==> config.mk <==
export PLATFORM = sky130hd
export DESIGN_NAME = sctc_top
export DESIGN_NICKNAME = d
export VERILOG_FILES = /design/src/design/sctc_pkg.sv /design/src/design/sctc_top.sv /design/src/design/sctc_nco.sv
export SDC_FILE = /design/constraint.sdc
export NUM_CORES = 1
export LEC_CHECK = 0
export BUFFER_PORTS_ARGS = -buffer_cell sky130_fd_sc_hd__buf_4
export CORE_AREA = 2 2 166 168
export DETAILED_ROUTE_END_ITERATION = 10
export DIE_AREA = 0 0 168 170
export MAX_ROUTING_LAYER = met4
export PLACE_DENSITY = 0.69
export SETUP_SLACK_MARGIN = 0.05
export SYNTH_ARGS = -nofsm -noshare
export SYNTH_HDL_FRONTEND = slang
export SYNTH_HIERARCHICAL = 1
export SYNTH_SLANG_ARGS = --single-unit
==> constraint.sdc <==
create_clock -name pclk -period 7.7 [get_ports pclk]
set_input_delay 0.77 -clock pclk [delete_from_list [all_inputs] [get_ports pclk]]
set_output_delay 0.77 -clock pclk [all_outputs]
set_load 0.02 [all_outputs]
==> src/design/sctc_pkg.sv <==
// Constants for the sample and timing clock trim control block
package sctc_pkg;

    // ------------------------------------------------------------
    // Register indices (byte address is four times the index)
    // ------------------------------------------------------------
    localparam logic [7:0] SCTC_IDX_SLOT_CFG = 8'h11;
    localparam logic [7:0] SCTC_IDX_SYNC_STARTUP = 8'h38;
    localparam logic [7:0] SCTC_IDX_SAMPLE_CTRL = 8'h4b;
    localparam logic [7:0] SCTC_IDX_TIMING_TRIM = 8'h4d;
    localparam logic [7:0] SCTC_IDX_PIN_CFG = 8'h4f;
    localparam logic [7:0] SCTC_IDX_STATUS = 8'h50;

    // ------------------------------------------------------------
    // Reset values
    // ------------------------------------------------------------
    localparam logic [15:0] SCTC_RST_SLOT_CFG = 16'h1000;
    localparam logic [15:0] SCTC_RST_SYNC_STARTUP = 16'h0000;
    localparam logic [15:0] SCTC_RST_SAMPLE_CTRL = 16'h2612;
    localparam logic [15:0] SCTC_RST_TIMING_TRIM = 16'h0098;
    localparam logic [15:0] SCTC_RST_PIN_CFG = 16'h0000;

    // ------------------------------------------------------------
    // Field positions
    // ------------------------------------------------------------
    localparam int SCTC_BIT_SLOT_A_EN = 0;
    localparam int SCTC_BIT_BYPASS = 8;
    localparam int SCTC_BIT_SAMPLE_EN = 7;
    localparam int SCTC_SAMPLE_TRIM_LSB = 0;
    localparam int SCTC_SAMPLE_TRIM_W = 6;
    localparam int SCTC_TIMING_TRIM_LSB = 0;
    localparam int SCTC_TIMING_TRIM_W = 8;
    localparam int SCTC_SYNC_SEL_LSB = 2;
    localparam int SCTC_BIT_PIN1_IE = 5;
    localparam int SCTC_BIT_PIN1_OE = 6;

    // ------------------------------------------------------------
    // Oscillator models: frequency in fixed units, phase modulus
    // ------------------------------------------------------------
    // Sample clock in units of 100 Hz, 250 MHz / 100 Hz per wrap
    localparam int SCTC_SMP_BASE = 320;
    localparam int SCTC_SMP_CENTER = 34;
    localparam int SCTC_SMP_PER_LSB = 6;
    localparam logic [21:0] SCTC_SMP_MODULUS = 22'd2500000;
    // Timing clock in units of 1 kHz, 250 MHz / 1 kHz per wrap
    localparam int SCTC_TIM_BASE = 32000;
    localparam int SCTC_TIM_DEFAULT = 152;
    localparam int SCTC_TIM_PER_LSB = 109;
    localparam logic [21:0] SCTC_TIM_MODULUS = 22'd250000;

endpackage

==> src/design/sctc_top.sv <==
// Sample and timing clock trim control with APB register access
//
// Added by the designer: the APB slave port.
`timescale 1ns/100ps

// What this block does
// - Slot config bit 0 enables slot A.
// - Bypass bit takes sample clock from pin one.
// - Sample clock enable bit gates sample clock.
// - Six-bit sample trim, 0.6 kHz per step.
// - Larger sample trim code gives lower frequency.
// - Eight-bit timing trim, 109 kHz per step.
// - Timing trim all zeros gives lowest frequency.
// - All ones highest; 0x98 gives default frequency.
module sctc_top
    import sctc_pkg::*;
(
    input wire logic pclk, // System clock, 250 MHz
    input wire logic presetn, // Asynchronous reset, active low
    input wire logic psel, // APB select
    input wire logic penable, // APB access phase
    input wire logic pwrite, // APB write when high
    input wire logic [11:0] paddr, // APB byte address
    input wire logic [31:0] pwdata, // APB write data
    input wire logic [3:0] pstrb, // APB byte strobes
    output logic [31:0] prdata, // APB read data
    output logic pready, // APB ready
    output logic pslverr, // APB error on unmapped address
    input wire logic general_pin_one_in, // External sample clock input
    output logic sample_tick, // Sample clock tick
    output logic first_slot_tick, // Slot A sample trigger
    output logic timing_tick, // Timing clock tick
    output logic first_slot_enable, // Slot A enable level
    output logic [1:0] sample_sync_source_select, // Sync source selection
    output logic [15:0] external_sync_startup_word, // Sync startup word
    output logic general_pin_one_oe // Pin one output enable
);

    // ------------------------------------------------------------
    // Helpers
    // ------------------------------------------------------------

    // Map a byte address to a register index; unaligned maps nowhere
    function automatic logic [7:0] reg_index(input logic [11:0] addr);
        reg_index = (addr[1:0] == 2'b00) ? addr[9:2] : 8'hff;
        if (addr[11:10] != 2'b00)
        begin
            reg_index = 8'hff;
        end
    endfunction

    function automatic logic is_mapped(input logic [7:0] idx);
        is_mapped = (idx == SCTC_IDX_SLOT_CFG) || (idx == SCTC_IDX_SYNC_STARTUP) ||
                    (idx == SCTC_IDX_SAMPLE_CTRL) || (idx == SCTC_IDX_TIMING_TRIM) ||
                    (idx == SCTC_IDX_PIN_CFG) || (idx == SCTC_IDX_STATUS);
    endfunction

    // Larger sample code means a slower clock
    function automatic logic [15:0] sample_step_of(input logic [5:0] code);
        int f;
        f = SCTC_SMP_BASE + (SCTC_SMP_CENTER - int'(code)) * SCTC_SMP_PER_LSB;
        sample_step_of = 16'(f);
    endfunction

    // Larger timing code means a faster clock
    function automatic logic [15:0] timing_step_of(input logic [7:0] code);
        int f;
        f = SCTC_TIM_BASE + (int'(code) - SCTC_TIM_DEFAULT) * SCTC_TIM_PER_LSB;
        timing_step_of = 16'(f);
    endfunction

    // Merge written bytes of the low half word
    function automatic logic [15:0] merge16(input logic [15:0] old, input logic [31:0] wd,
                                            input logic [3:0] strb);
        merge16 = old;
        if (strb[0])
        begin
            merge16[7:0] = wd[7:0];
        end
        if (strb[1])
        begin
            merge16[15:8] = wd[15:8];
        end
    endfunction

    // ------------------------------------------------------------
    // Register file
    // ------------------------------------------------------------
    logic [15:0] slot_cfg_q;
    logic [15:0] slot_cfg_d;
    logic [15:0] sync_startup_q;
    logic [15:0] sync_startup_d;
    logic [15:0] sample_ctrl_q;
    logic [15:0] sample_ctrl_d;
    logic [15:0] timing_trim_q;
    logic [15:0] timing_trim_d;
    logic [15:0] pin_cfg_q;
    logic [15:0] pin_cfg_d;
    logic [31:0] prdata_q;
    logic [31:0] prdata_d;
    logic [15:0] tick_count_q;
    logic [15:0] tick_count_d;

    logic [7:0] idx;
    logic wr_go;
    logic rd_setup;
    logic [31:0] status_word;

    assign idx = reg_index(paddr);
    // Zero wait states: every access completes in its first access cycle
    assign pready = 1'b1;
    assign pslverr = psel & penable & ~is_mapped(idx);
    assign wr_go = psel & penable & pwrite & is_mapped(idx);
    assign rd_setup = psel & ~penable & ~pwrite;

    // Field views
    logic slot_a_en;
    logic bypass;
    logic sample_en;
    logic [5:0] sample_trim;
    logic [7:0] timing_trim;
    assign slot_a_en = slot_cfg_q[SCTC_BIT_SLOT_A_EN];
    assign bypass = sample_ctrl_q[SCTC_BIT_BYPASS];
    assign sample_en = sample_ctrl_q[SCTC_BIT_SAMPLE_EN];
    assign sample_trim = sample_ctrl_q[SCTC_SAMPLE_TRIM_LSB +: SCTC_SAMPLE_TRIM_W];
    assign timing_trim = timing_trim_q[SCTC_TIMING_TRIM_LSB +: SCTC_TIMING_TRIM_W];

    assign status_word = {tick_count_q, 13'h0000, bypass, slot_a_en & sample_en, sample_en};

    // Next values of the register file; read data is captured in setup
    always_comb
    begin
        slot_cfg_d = slot_cfg_q;
        sync_startup_d = sync_startup_q;
        sample_ctrl_d = sample_ctrl_q;
        timing_trim_d = timing_trim_q;
        pin_cfg_d = pin_cfg_q;
        prdata_d = prdata_q;
        if (wr_go)
        begin
            unique case (idx)
                SCTC_IDX_SLOT_CFG: slot_cfg_d = merge16(slot_cfg_q, pwdata, pstrb);
                SCTC_IDX_SYNC_STARTUP: sync_startup_d = merge16(sync_startup_q, pwdata, pstrb);
                SCTC_IDX_SAMPLE_CTRL: sample_ctrl_d = merge16(sample_ctrl_q, pwdata, pstrb);
                SCTC_IDX_TIMING_TRIM: timing_trim_d = merge16(timing_trim_q, pwdata, pstrb);
                SCTC_IDX_PIN_CFG: pin_cfg_d = merge16(pin_cfg_q, pwdata, pstrb);
                default: ; // Status is read only
            endcase
        end
        if (rd_setup)
        begin
            unique case (idx)
                SCTC_IDX_SLOT_CFG: prdata_d = {16'h0000, slot_cfg_q};
                SCTC_IDX_SYNC_STARTUP: prdata_d = {16'h0000, sync_startup_q};
                SCTC_IDX_SAMPLE_CTRL: prdata_d = {16'h0000, sample_ctrl_q};
                SCTC_IDX_TIMING_TRIM: prdata_d = {16'h0000, timing_trim_q};
                SCTC_IDX_PIN_CFG: prdata_d = {16'h0000, pin_cfg_q};
                SCTC_IDX_STATUS: prdata_d = status_word;
                default: prdata_d = 32'h00000000;
            endcase
        end
    end

    always_ff @(posedge pclk or negedge presetn)
    begin
        if (!presetn)
        begin
            slot_cfg_q <= SCTC_RST_SLOT_CFG;
            sync_startup_q <= SCTC_RST_SYNC_STARTUP;
            sample_ctrl_q <= SCTC_RST_SAMPLE_CTRL;
            timing_trim_q <= SCTC_RST_TIMING_TRIM;
            pin_cfg_q <= SCTC_RST_PIN_CFG;
            prdata_q <= 32'h00000000;
        end
        else
        begin
            slot_cfg_q <= slot_cfg_d;
            sync_startup_q <= sync_startup_d;
            sample_ctrl_q <= sample_ctrl_d;
            timing_trim_q <= timing_trim_d;
            pin_cfg_q <= pin_cfg_d;
            prdata_q <= prdata_d;
        end
    end

    assign prdata = prdata_q;

    // The startup word is only carried; choosing it is software's job
    assign external_sync_startup_word = sync_startup_q;
    assign sample_sync_source_select = pin_cfg_q[SCTC_SYNC_SEL_LSB +: 2];
    assign general_pin_one_oe = pin_cfg_q[SCTC_BIT_PIN1_OE];
    assign first_slot_enable = slot_a_en;

    // ------------------------------------------------------------
    // Oscillators
    // ------------------------------------------------------------
    logic [15:0] sample_step;
    logic [15:0] timing_step;
    logic nco_sample_tick;

    assign sample_step = sample_step_of(sample_trim);
    assign timing_step = timing_step_of(timing_trim);

    // Internal oscillator idles in bypass to save power
    sctc_nco #(.MODULUS(SCTC_SMP_MODULUS)) u_sample_osc
    (
        .pclk(pclk),
        .presetn(presetn),
        .run(sample_en & ~bypass),
        .step(sample_step),
        .tick(nco_sample_tick)
    );

    sctc_nco #(.MODULUS(SCTC_TIM_MODULUS)) u_timing_osc
    (
        .pclk(pclk),
        .presetn(presetn),
        .run(1'b1),
        .step(timing_step),
        .tick(timing_tick)
    );

    // ------------------------------------------------------------
    // Sample clock selection and gating
    // ------------------------------------------------------------
    logic pin_q;
    logic pin_d;
    logic pin_rise;
    logic sample_src;
    logic sample_tick_q;
    logic sample_tick_d;
    logic slot_tick_q;
    logic slot_tick_d;

    // Pin is synchronous, so one stage suffices for edge finding
    assign pin_rise = general_pin_one_in & ~pin_q;
    // External rising edges replace the internal oscillator
    assign sample_src = bypass ? pin_rise : nco_sample_tick;

    always_comb
    begin
        pin_d = general_pin_one_in;
        sample_tick_d = sample_src & sample_en;
        slot_tick_d = sample_src & sample_en & slot_a_en;
        tick_count_d = tick_count_q;
        if (sample_tick_q)
        begin
            tick_count_d = 16'(tick_count_q + 16'h0001);
        end
    end

    always_ff @(posedge pclk or negedge presetn)
    begin
        if (!presetn)
        begin
            pin_q <= 1'b0;
            sample_tick_q <= 1'b0;
            slot_tick_q <= 1'b0;
            tick_count_q <= 16'h0000;
        end
        else
        begin
            pin_q <= pin_d;
            sample_tick_q <= sample_tick_d;
            slot_tick_q <= slot_tick_d;
            tick_count_q <= tick_count_d;
        end
    end

    assign sample_tick = sample_tick_q;
    assign first_slot_tick = slot_tick_q;

    // ------------------------------------------------------------
    // Assertions
    // ------------------------------------------------------------
    a_slot_a_gate: assert property (@(posedge pclk) disable iff (!presetn)
        first_slot_tick |-> $past(slot_a_en) && sample_tick)
        else $error("Slot A ticked while disabled");

    a_slot_a_follow: assert property (@(posedge pclk) disable iff (!presetn)
        (sample_tick && $past(slot_a_en)) |-> first_slot_tick)
        else $error("Slot A missed a sample tick");

    a_bypass_edge: assert property (@(posedge pclk) disable iff (!presetn)
        (bypass && sample_en && general_pin_one_in && !pin_q) |=> sample_tick)
        else $error("External clock edge not passed on");

    a_bypass_only_pin: assert property (@(posedge pclk) disable iff (!presetn)
        (bypass && !(general_pin_one_in && !pin_q)) |=> !sample_tick)
        else $error("Sample tick without external edge in bypass");

    a_sample_gate: assert property (@(posedge pclk) disable iff (!presetn)
        !sample_en [*2] |-> !sample_tick ##1 !sample_tick)
        else $error("Sample clock ran while disabled");

    a_sample_trim_map: assert property (@(posedge pclk) disable iff (!presetn)
        (sample_trim == 6'h12) |-> (sample_step == 16'h01a0))
        else $error("Sample trim reset code gives wrong rate");

    a_sample_trim_dir: assert property (@(posedge pclk) disable iff (!presetn)
        ((sample_trim == 6'h00) |-> (sample_step == 16'h020c)) and
        ((sample_trim == 6'h22) |-> (sample_step == 16'h0140)) and
        ((sample_trim == 6'h3f) |-> (sample_step == 16'h0092)))
        else $error("Sample trim direction wrong");

    a_timing_trim_lsb: assert property (@(posedge pclk) disable iff (!presetn)
        // A wrap from all ones to zero is not a one-step increase
        ($changed(timing_trim) && (timing_trim != 8'h00) &&
        (timing_trim == $past(timing_trim) + 8'h01)) |->
        (timing_step == 16'($past(timing_step) + 16'h006d)))
        else $error("Timing trim step size wrong");

    a_timing_trim_low: assert property (@(posedge pclk) disable iff (!presetn)
        (timing_trim == 8'h00) |-> (timing_step == 16'h3c48))
        else $error("Timing trim zero not lowest");

    a_timing_trim_high: assert property (@(posedge pclk) disable iff (!presetn)
        ((timing_trim == 8'hff) |-> (timing_step == 16'ha8db)) and
        ((timing_trim == 8'h98) |-> (timing_step == 16'h7d00)))
        else $error("Timing trim top or default wrong");

endmodule

==> src/design/sctc_nco.sv <==
// Phase accumulator that emits one-cycle ticks at a programmable rate
`timescale 1ns/100ps
module sctc_nco
#(
    parameter logic [21:0] MODULUS = 22'h3fffff
)
(
    input wire logic pclk, // System clock
    input wire logic presetn, // Asynchronous reset, active low
    input wire logic run, // Accumulate while high
    input wire logic [15:0] step, // Phase added per clock
    output logic tick // One-cycle pulse on phase wrap
);

    // ------------------------------------------------------------
    // Accumulator
    // ------------------------------------------------------------
    logic [21:0] acc_q;
    logic [21:0] acc_d;
    logic tick_q;
    logic tick_d;
    logic [22:0] sum;

    // Wrap by subtraction keeps the average rate exact, no drift
    always_comb
    begin
        sum = {1'b0, acc_q} + {7'h00, step};
        acc_d = acc_q;
        tick_d = 1'b0;
        if (run)
        begin
            if (sum >= {1'b0, MODULUS})
            begin
                acc_d = 22'(sum - {1'b0, MODULUS});
                tick_d = 1'b1;
            end
            else
            begin
                acc_d = sum[21:0];
            end
        end
    end

    // Register stage
    always_ff @(posedge pclk or negedge presetn)
    begin
        if (!presetn)
        begin
            acc_q <= 22'h000000;
            tick_q <= 1'b0;
        end
        else
        begin
            acc_q <= acc_d;
            tick_q <= tick_d;
        end
    end

    assign tick = tick_q;

endmodule

==> metrics.md <==
| Metric | Value |
|---|---|
| Post-synth EDFFs | `0` |
| Ant. Diodes | `0` |
| Drt first pass iters | `5` |
| DIE AREA | `0.0286 sq mm` |
| Global Route Usage Sum | `23.1%` |
| Tcrit/Tclk final | `95.5%` |
| Syn-to-layout area delta | `13.4%` |
| Crit. path cell count | `30` |
| Worst slew pin tran | `1.07 ns` |
| Via density | `5.92` |
| Fin nets | `1598` |
| Drt drc | `0` |
| Vias | `10554` |
| Core Region | `0.0267 sq mm` |
| CTS tree | `done` |
| GPL Wtd Cong | `0.890` |
| Crit path to | `u_timing_osc/acc_q[8]` |
| CP startpoint kind | `flop` |
| Min cycle time layout | `7.35 ns` |
| Min-Delay Path Class | `input pin to async pin` |
| Total CTS buffers | `17` |
| Seq cells post-synth | `177` |
| Cell Pwr Density | `218 mW/mm^2` |
| List of most frequent post-synthesis cells | `dfrtp_1 (168), inv_1 (95), ha_1 (89)` |
| Netlist Area Pre-Place | `0.0132 sq mm` |
| First-pass GRT wire length | `52.6 mm` |
| Required time of the worst setup path | `8.01 ns` |
| Critical Path Source | `timing_trim_q[3]` |
| Worst EP arrival | `7.66 ns` |
| RR Startpoint | `timing_trim_q[3]` |
| Max stage delay cell, worst path | `dfstp_2` |
| Max FFs per register | `32` |
| Post-Place Cell Area | `0.0143 sq mm` |
| FP Rows | `60` |
| Port buffer count | `91` |
| Clock tree sinks | `177` |
| Antenna violations before repair | `0` |
| Crit path kind | `flop to flop` |
| Yosys warning count | `6` |
| Crit end category | `flop` |
| R2r worst-path depth | `30` |
| Largest stage delay, worst path | `0.59 ns` |
| Crit path max fanout | `8` |
| VDD IR max | `0.000173 V` |
| Most Frequent Cell on Critical Path | `inv_1` |
| Top cell type's share of synthesized area | `31.9%` |
| DRC marker count from the first detailed-route iteration | `733` |
| TNS Setup | `0 ns` |
| Synth async-reset ratio | `100%` |
| Seq/Total Area, Yosys | `33.6%` |
| Critical path's top delay family | `adder cells` |
| Synth area leader | `dfrtp_1` |
| Post-route cell area | `0.0150 sq mm` |
| CTS clk-pin slew, worst paths | `0.09 ns` |
| R2R Setup Slk | `0.35 ns` |
| Global route total overflow | `0` |
| Top_reg_cell synth | `dfrtp_1` |
| Io pins | `111` |
| CTS H-Tree Depth | `4` |
| Routed Antenna Nets | `0` |
| Cell with the most instances after synthesis | `dfrtp_1` |
| Max Cap Viol | `0` |
| Pins Over Slew Limit | `0` |
| Routed WL per cell | `17.7 um` |
| CTS Root Cell | `clkbuf_16` |
| Die Span Y | `170 um` |
| Fmax | `136 MHz` |
| Fin. Hold Viols | `0` |
| Worst r2r dst | `u_timing_osc/acc_q[8]` |
| Dpl hpwl | `23.2 mm` |
| Syn Inst Count | `1336` |
| Share of post-route cells with drive strength above 1 | `22.7%` |
| # setup viols final | `0` |
| Initial Utilization | `49.5%` |
| Status | `finished, final reports clean` |
| Clock latency on the worst-skew pair | `0.44 ns` |
| Worst Path Buf+Inv | `9` |
| Largest net degree at the start of global routing | `103` |
| Post-CTS Hold Buffers | `0` |
| Total Wirelength | `31.6 mm` |
| Synth area leaders | `dfrtp_1 (32%), ha_1 (8.4%), mux2_2 (6.6%)` |
| Pwr Total | `0.00326 W` |
| Max clock buf depth | `2` |
| Die width | `168 um` |
| Skew final | `0.0155 ns` |
| Number of global-route vias before repair | `10440` |
| Max_slew headroom | `28.1%` |
| Netlist cell types | `102` |
| Static leakage power | `7.02 nW` |
| RSZ-0062 raised after global routing | `false` |
| Syn avg cell area | `9.88 sq um` |
[logic make-up (layout without fill, tap and decap cells)]
| family | Yosys count | count (layout) | share of synthesized area (%) |
|---|---|---|---|
| XOR/XNOR | 101 | 101 | 6.82 |
| flip-flops | 177 | 177 | 33.6 |
| AO/OA/AOI/OAI | 362 | 362 | 20.5 |
| other | 2 | 8 | 0.0569 |
| buffers and inverters | 150 | 250 | 4.94 |
| multiplexers | 101 | 101 | 8.44 |
| AND/OR/NAND/NOR | 328 | 328 | 13.2 |
| adder cells (fa/ha/maj) | 115 | 115 | 12.4 |
[worst min-delay path by stage]
stage	end	cells after the start
after floorplan	tick_count_q[15]	1
after global placement	tick_count_q[15]	1
after detailed placement	prdata[14]	2
after CTS	pin_q	1
after global routing	pin_q	1
final	external_sync_startup_word[15]	1
[placed cells by master, fill, tap and decap left out, types with 6 or more instances in the layout]
cell type and instances:
a21o_1 20, nand3_1 27, a22o_1 18, fa_1 26
and2_1 15, conb_1 8, nand2b_1 9, nand2_1 83
o31ai_1 6, ha_1 89, a211oi_2 10, o21a_1 10
mux2i_1 19, o21ai_2 10, buf_4 122, nor2_1 67
o211ai_1 14, or2_2 6, o21ai_0 40, xnor2_1 75
o21ai_1 14, o22ai_1 16, and3_1 21, or3_1 17
and4_1 6, inv_1 95, nor3_1 16, mux2_2 77
xor2_1 23, a221oi_1 14, a21oi_2 6, nand4_1 15
nor3b_1 7, a211oi_1 12, dfstp_2 9, a21oi_1 80
clkbuf_16 17, dfrtp_1 168
[per-layer routing]
layer	global-route usage [%]	wire, um	up-vias
li1	-	-	5064
met1	30.0	14600	5174
met2	39.0	15200	273
met3	2.60	1370	43
met4	5.90	491	0
met5	-	0	-
[final cells by class]
cell class              instances  area [sq um]
flip-flops and latches        177          4440
well taps                     341           427
multi-input cells            1015          8180
clock buffers                  17           425
fillers                      2367         11700
inverters                      95           357
clock inverters                15           198
repair buffers                123           930
[where the power goes]
group / internal (W) / switching [W] / total (W)
registers: 0.000994 / 0.0000593 / 0.00105
clock network: 0.000450 / 0.000460 / 0.000909
logic: 0.000567 / 0.000725 / 0.00129
[per-stage QoR]
step | hold WS [ns] | std cells | setup slack [ns] | util [%]
after detailed placement | 0.466 | 1747 | 0.112 | 53.5
after CTS | 0.442 | 1779 | 0.0839 | 55.8
after global routing | 0.445 | 1783 | 0.0481 | 56.1
final | 0.422 | 1783 | 0.349 | 56.1
after global placement | 0.460 | 1747 | 0.188 | 53.5
after floorplan | 0.442 | 1342 | 0.591 | -
[worst reg2reg max path, delay by kind of cell, from the launching register on]
kind	cells	cell delay, ns
AOI/OAI and AO/OA	7	1.32
DFF	1	0.59
and+or+nand+nor	5	1.51
xor gates and xnor gates	1	0.10
muxes	1	0.26
adders and majority gates	7	2.71
buffers and inverters	9	0.75
[repair_timing]
action                     4_1_cts  5_1_grt
resized for setup                1       14
pin swaps                        0        2
setup endpoints to repair        1       18
setup buffers                    0        4
Note: power is estimated with default switching activity, not from simulation.
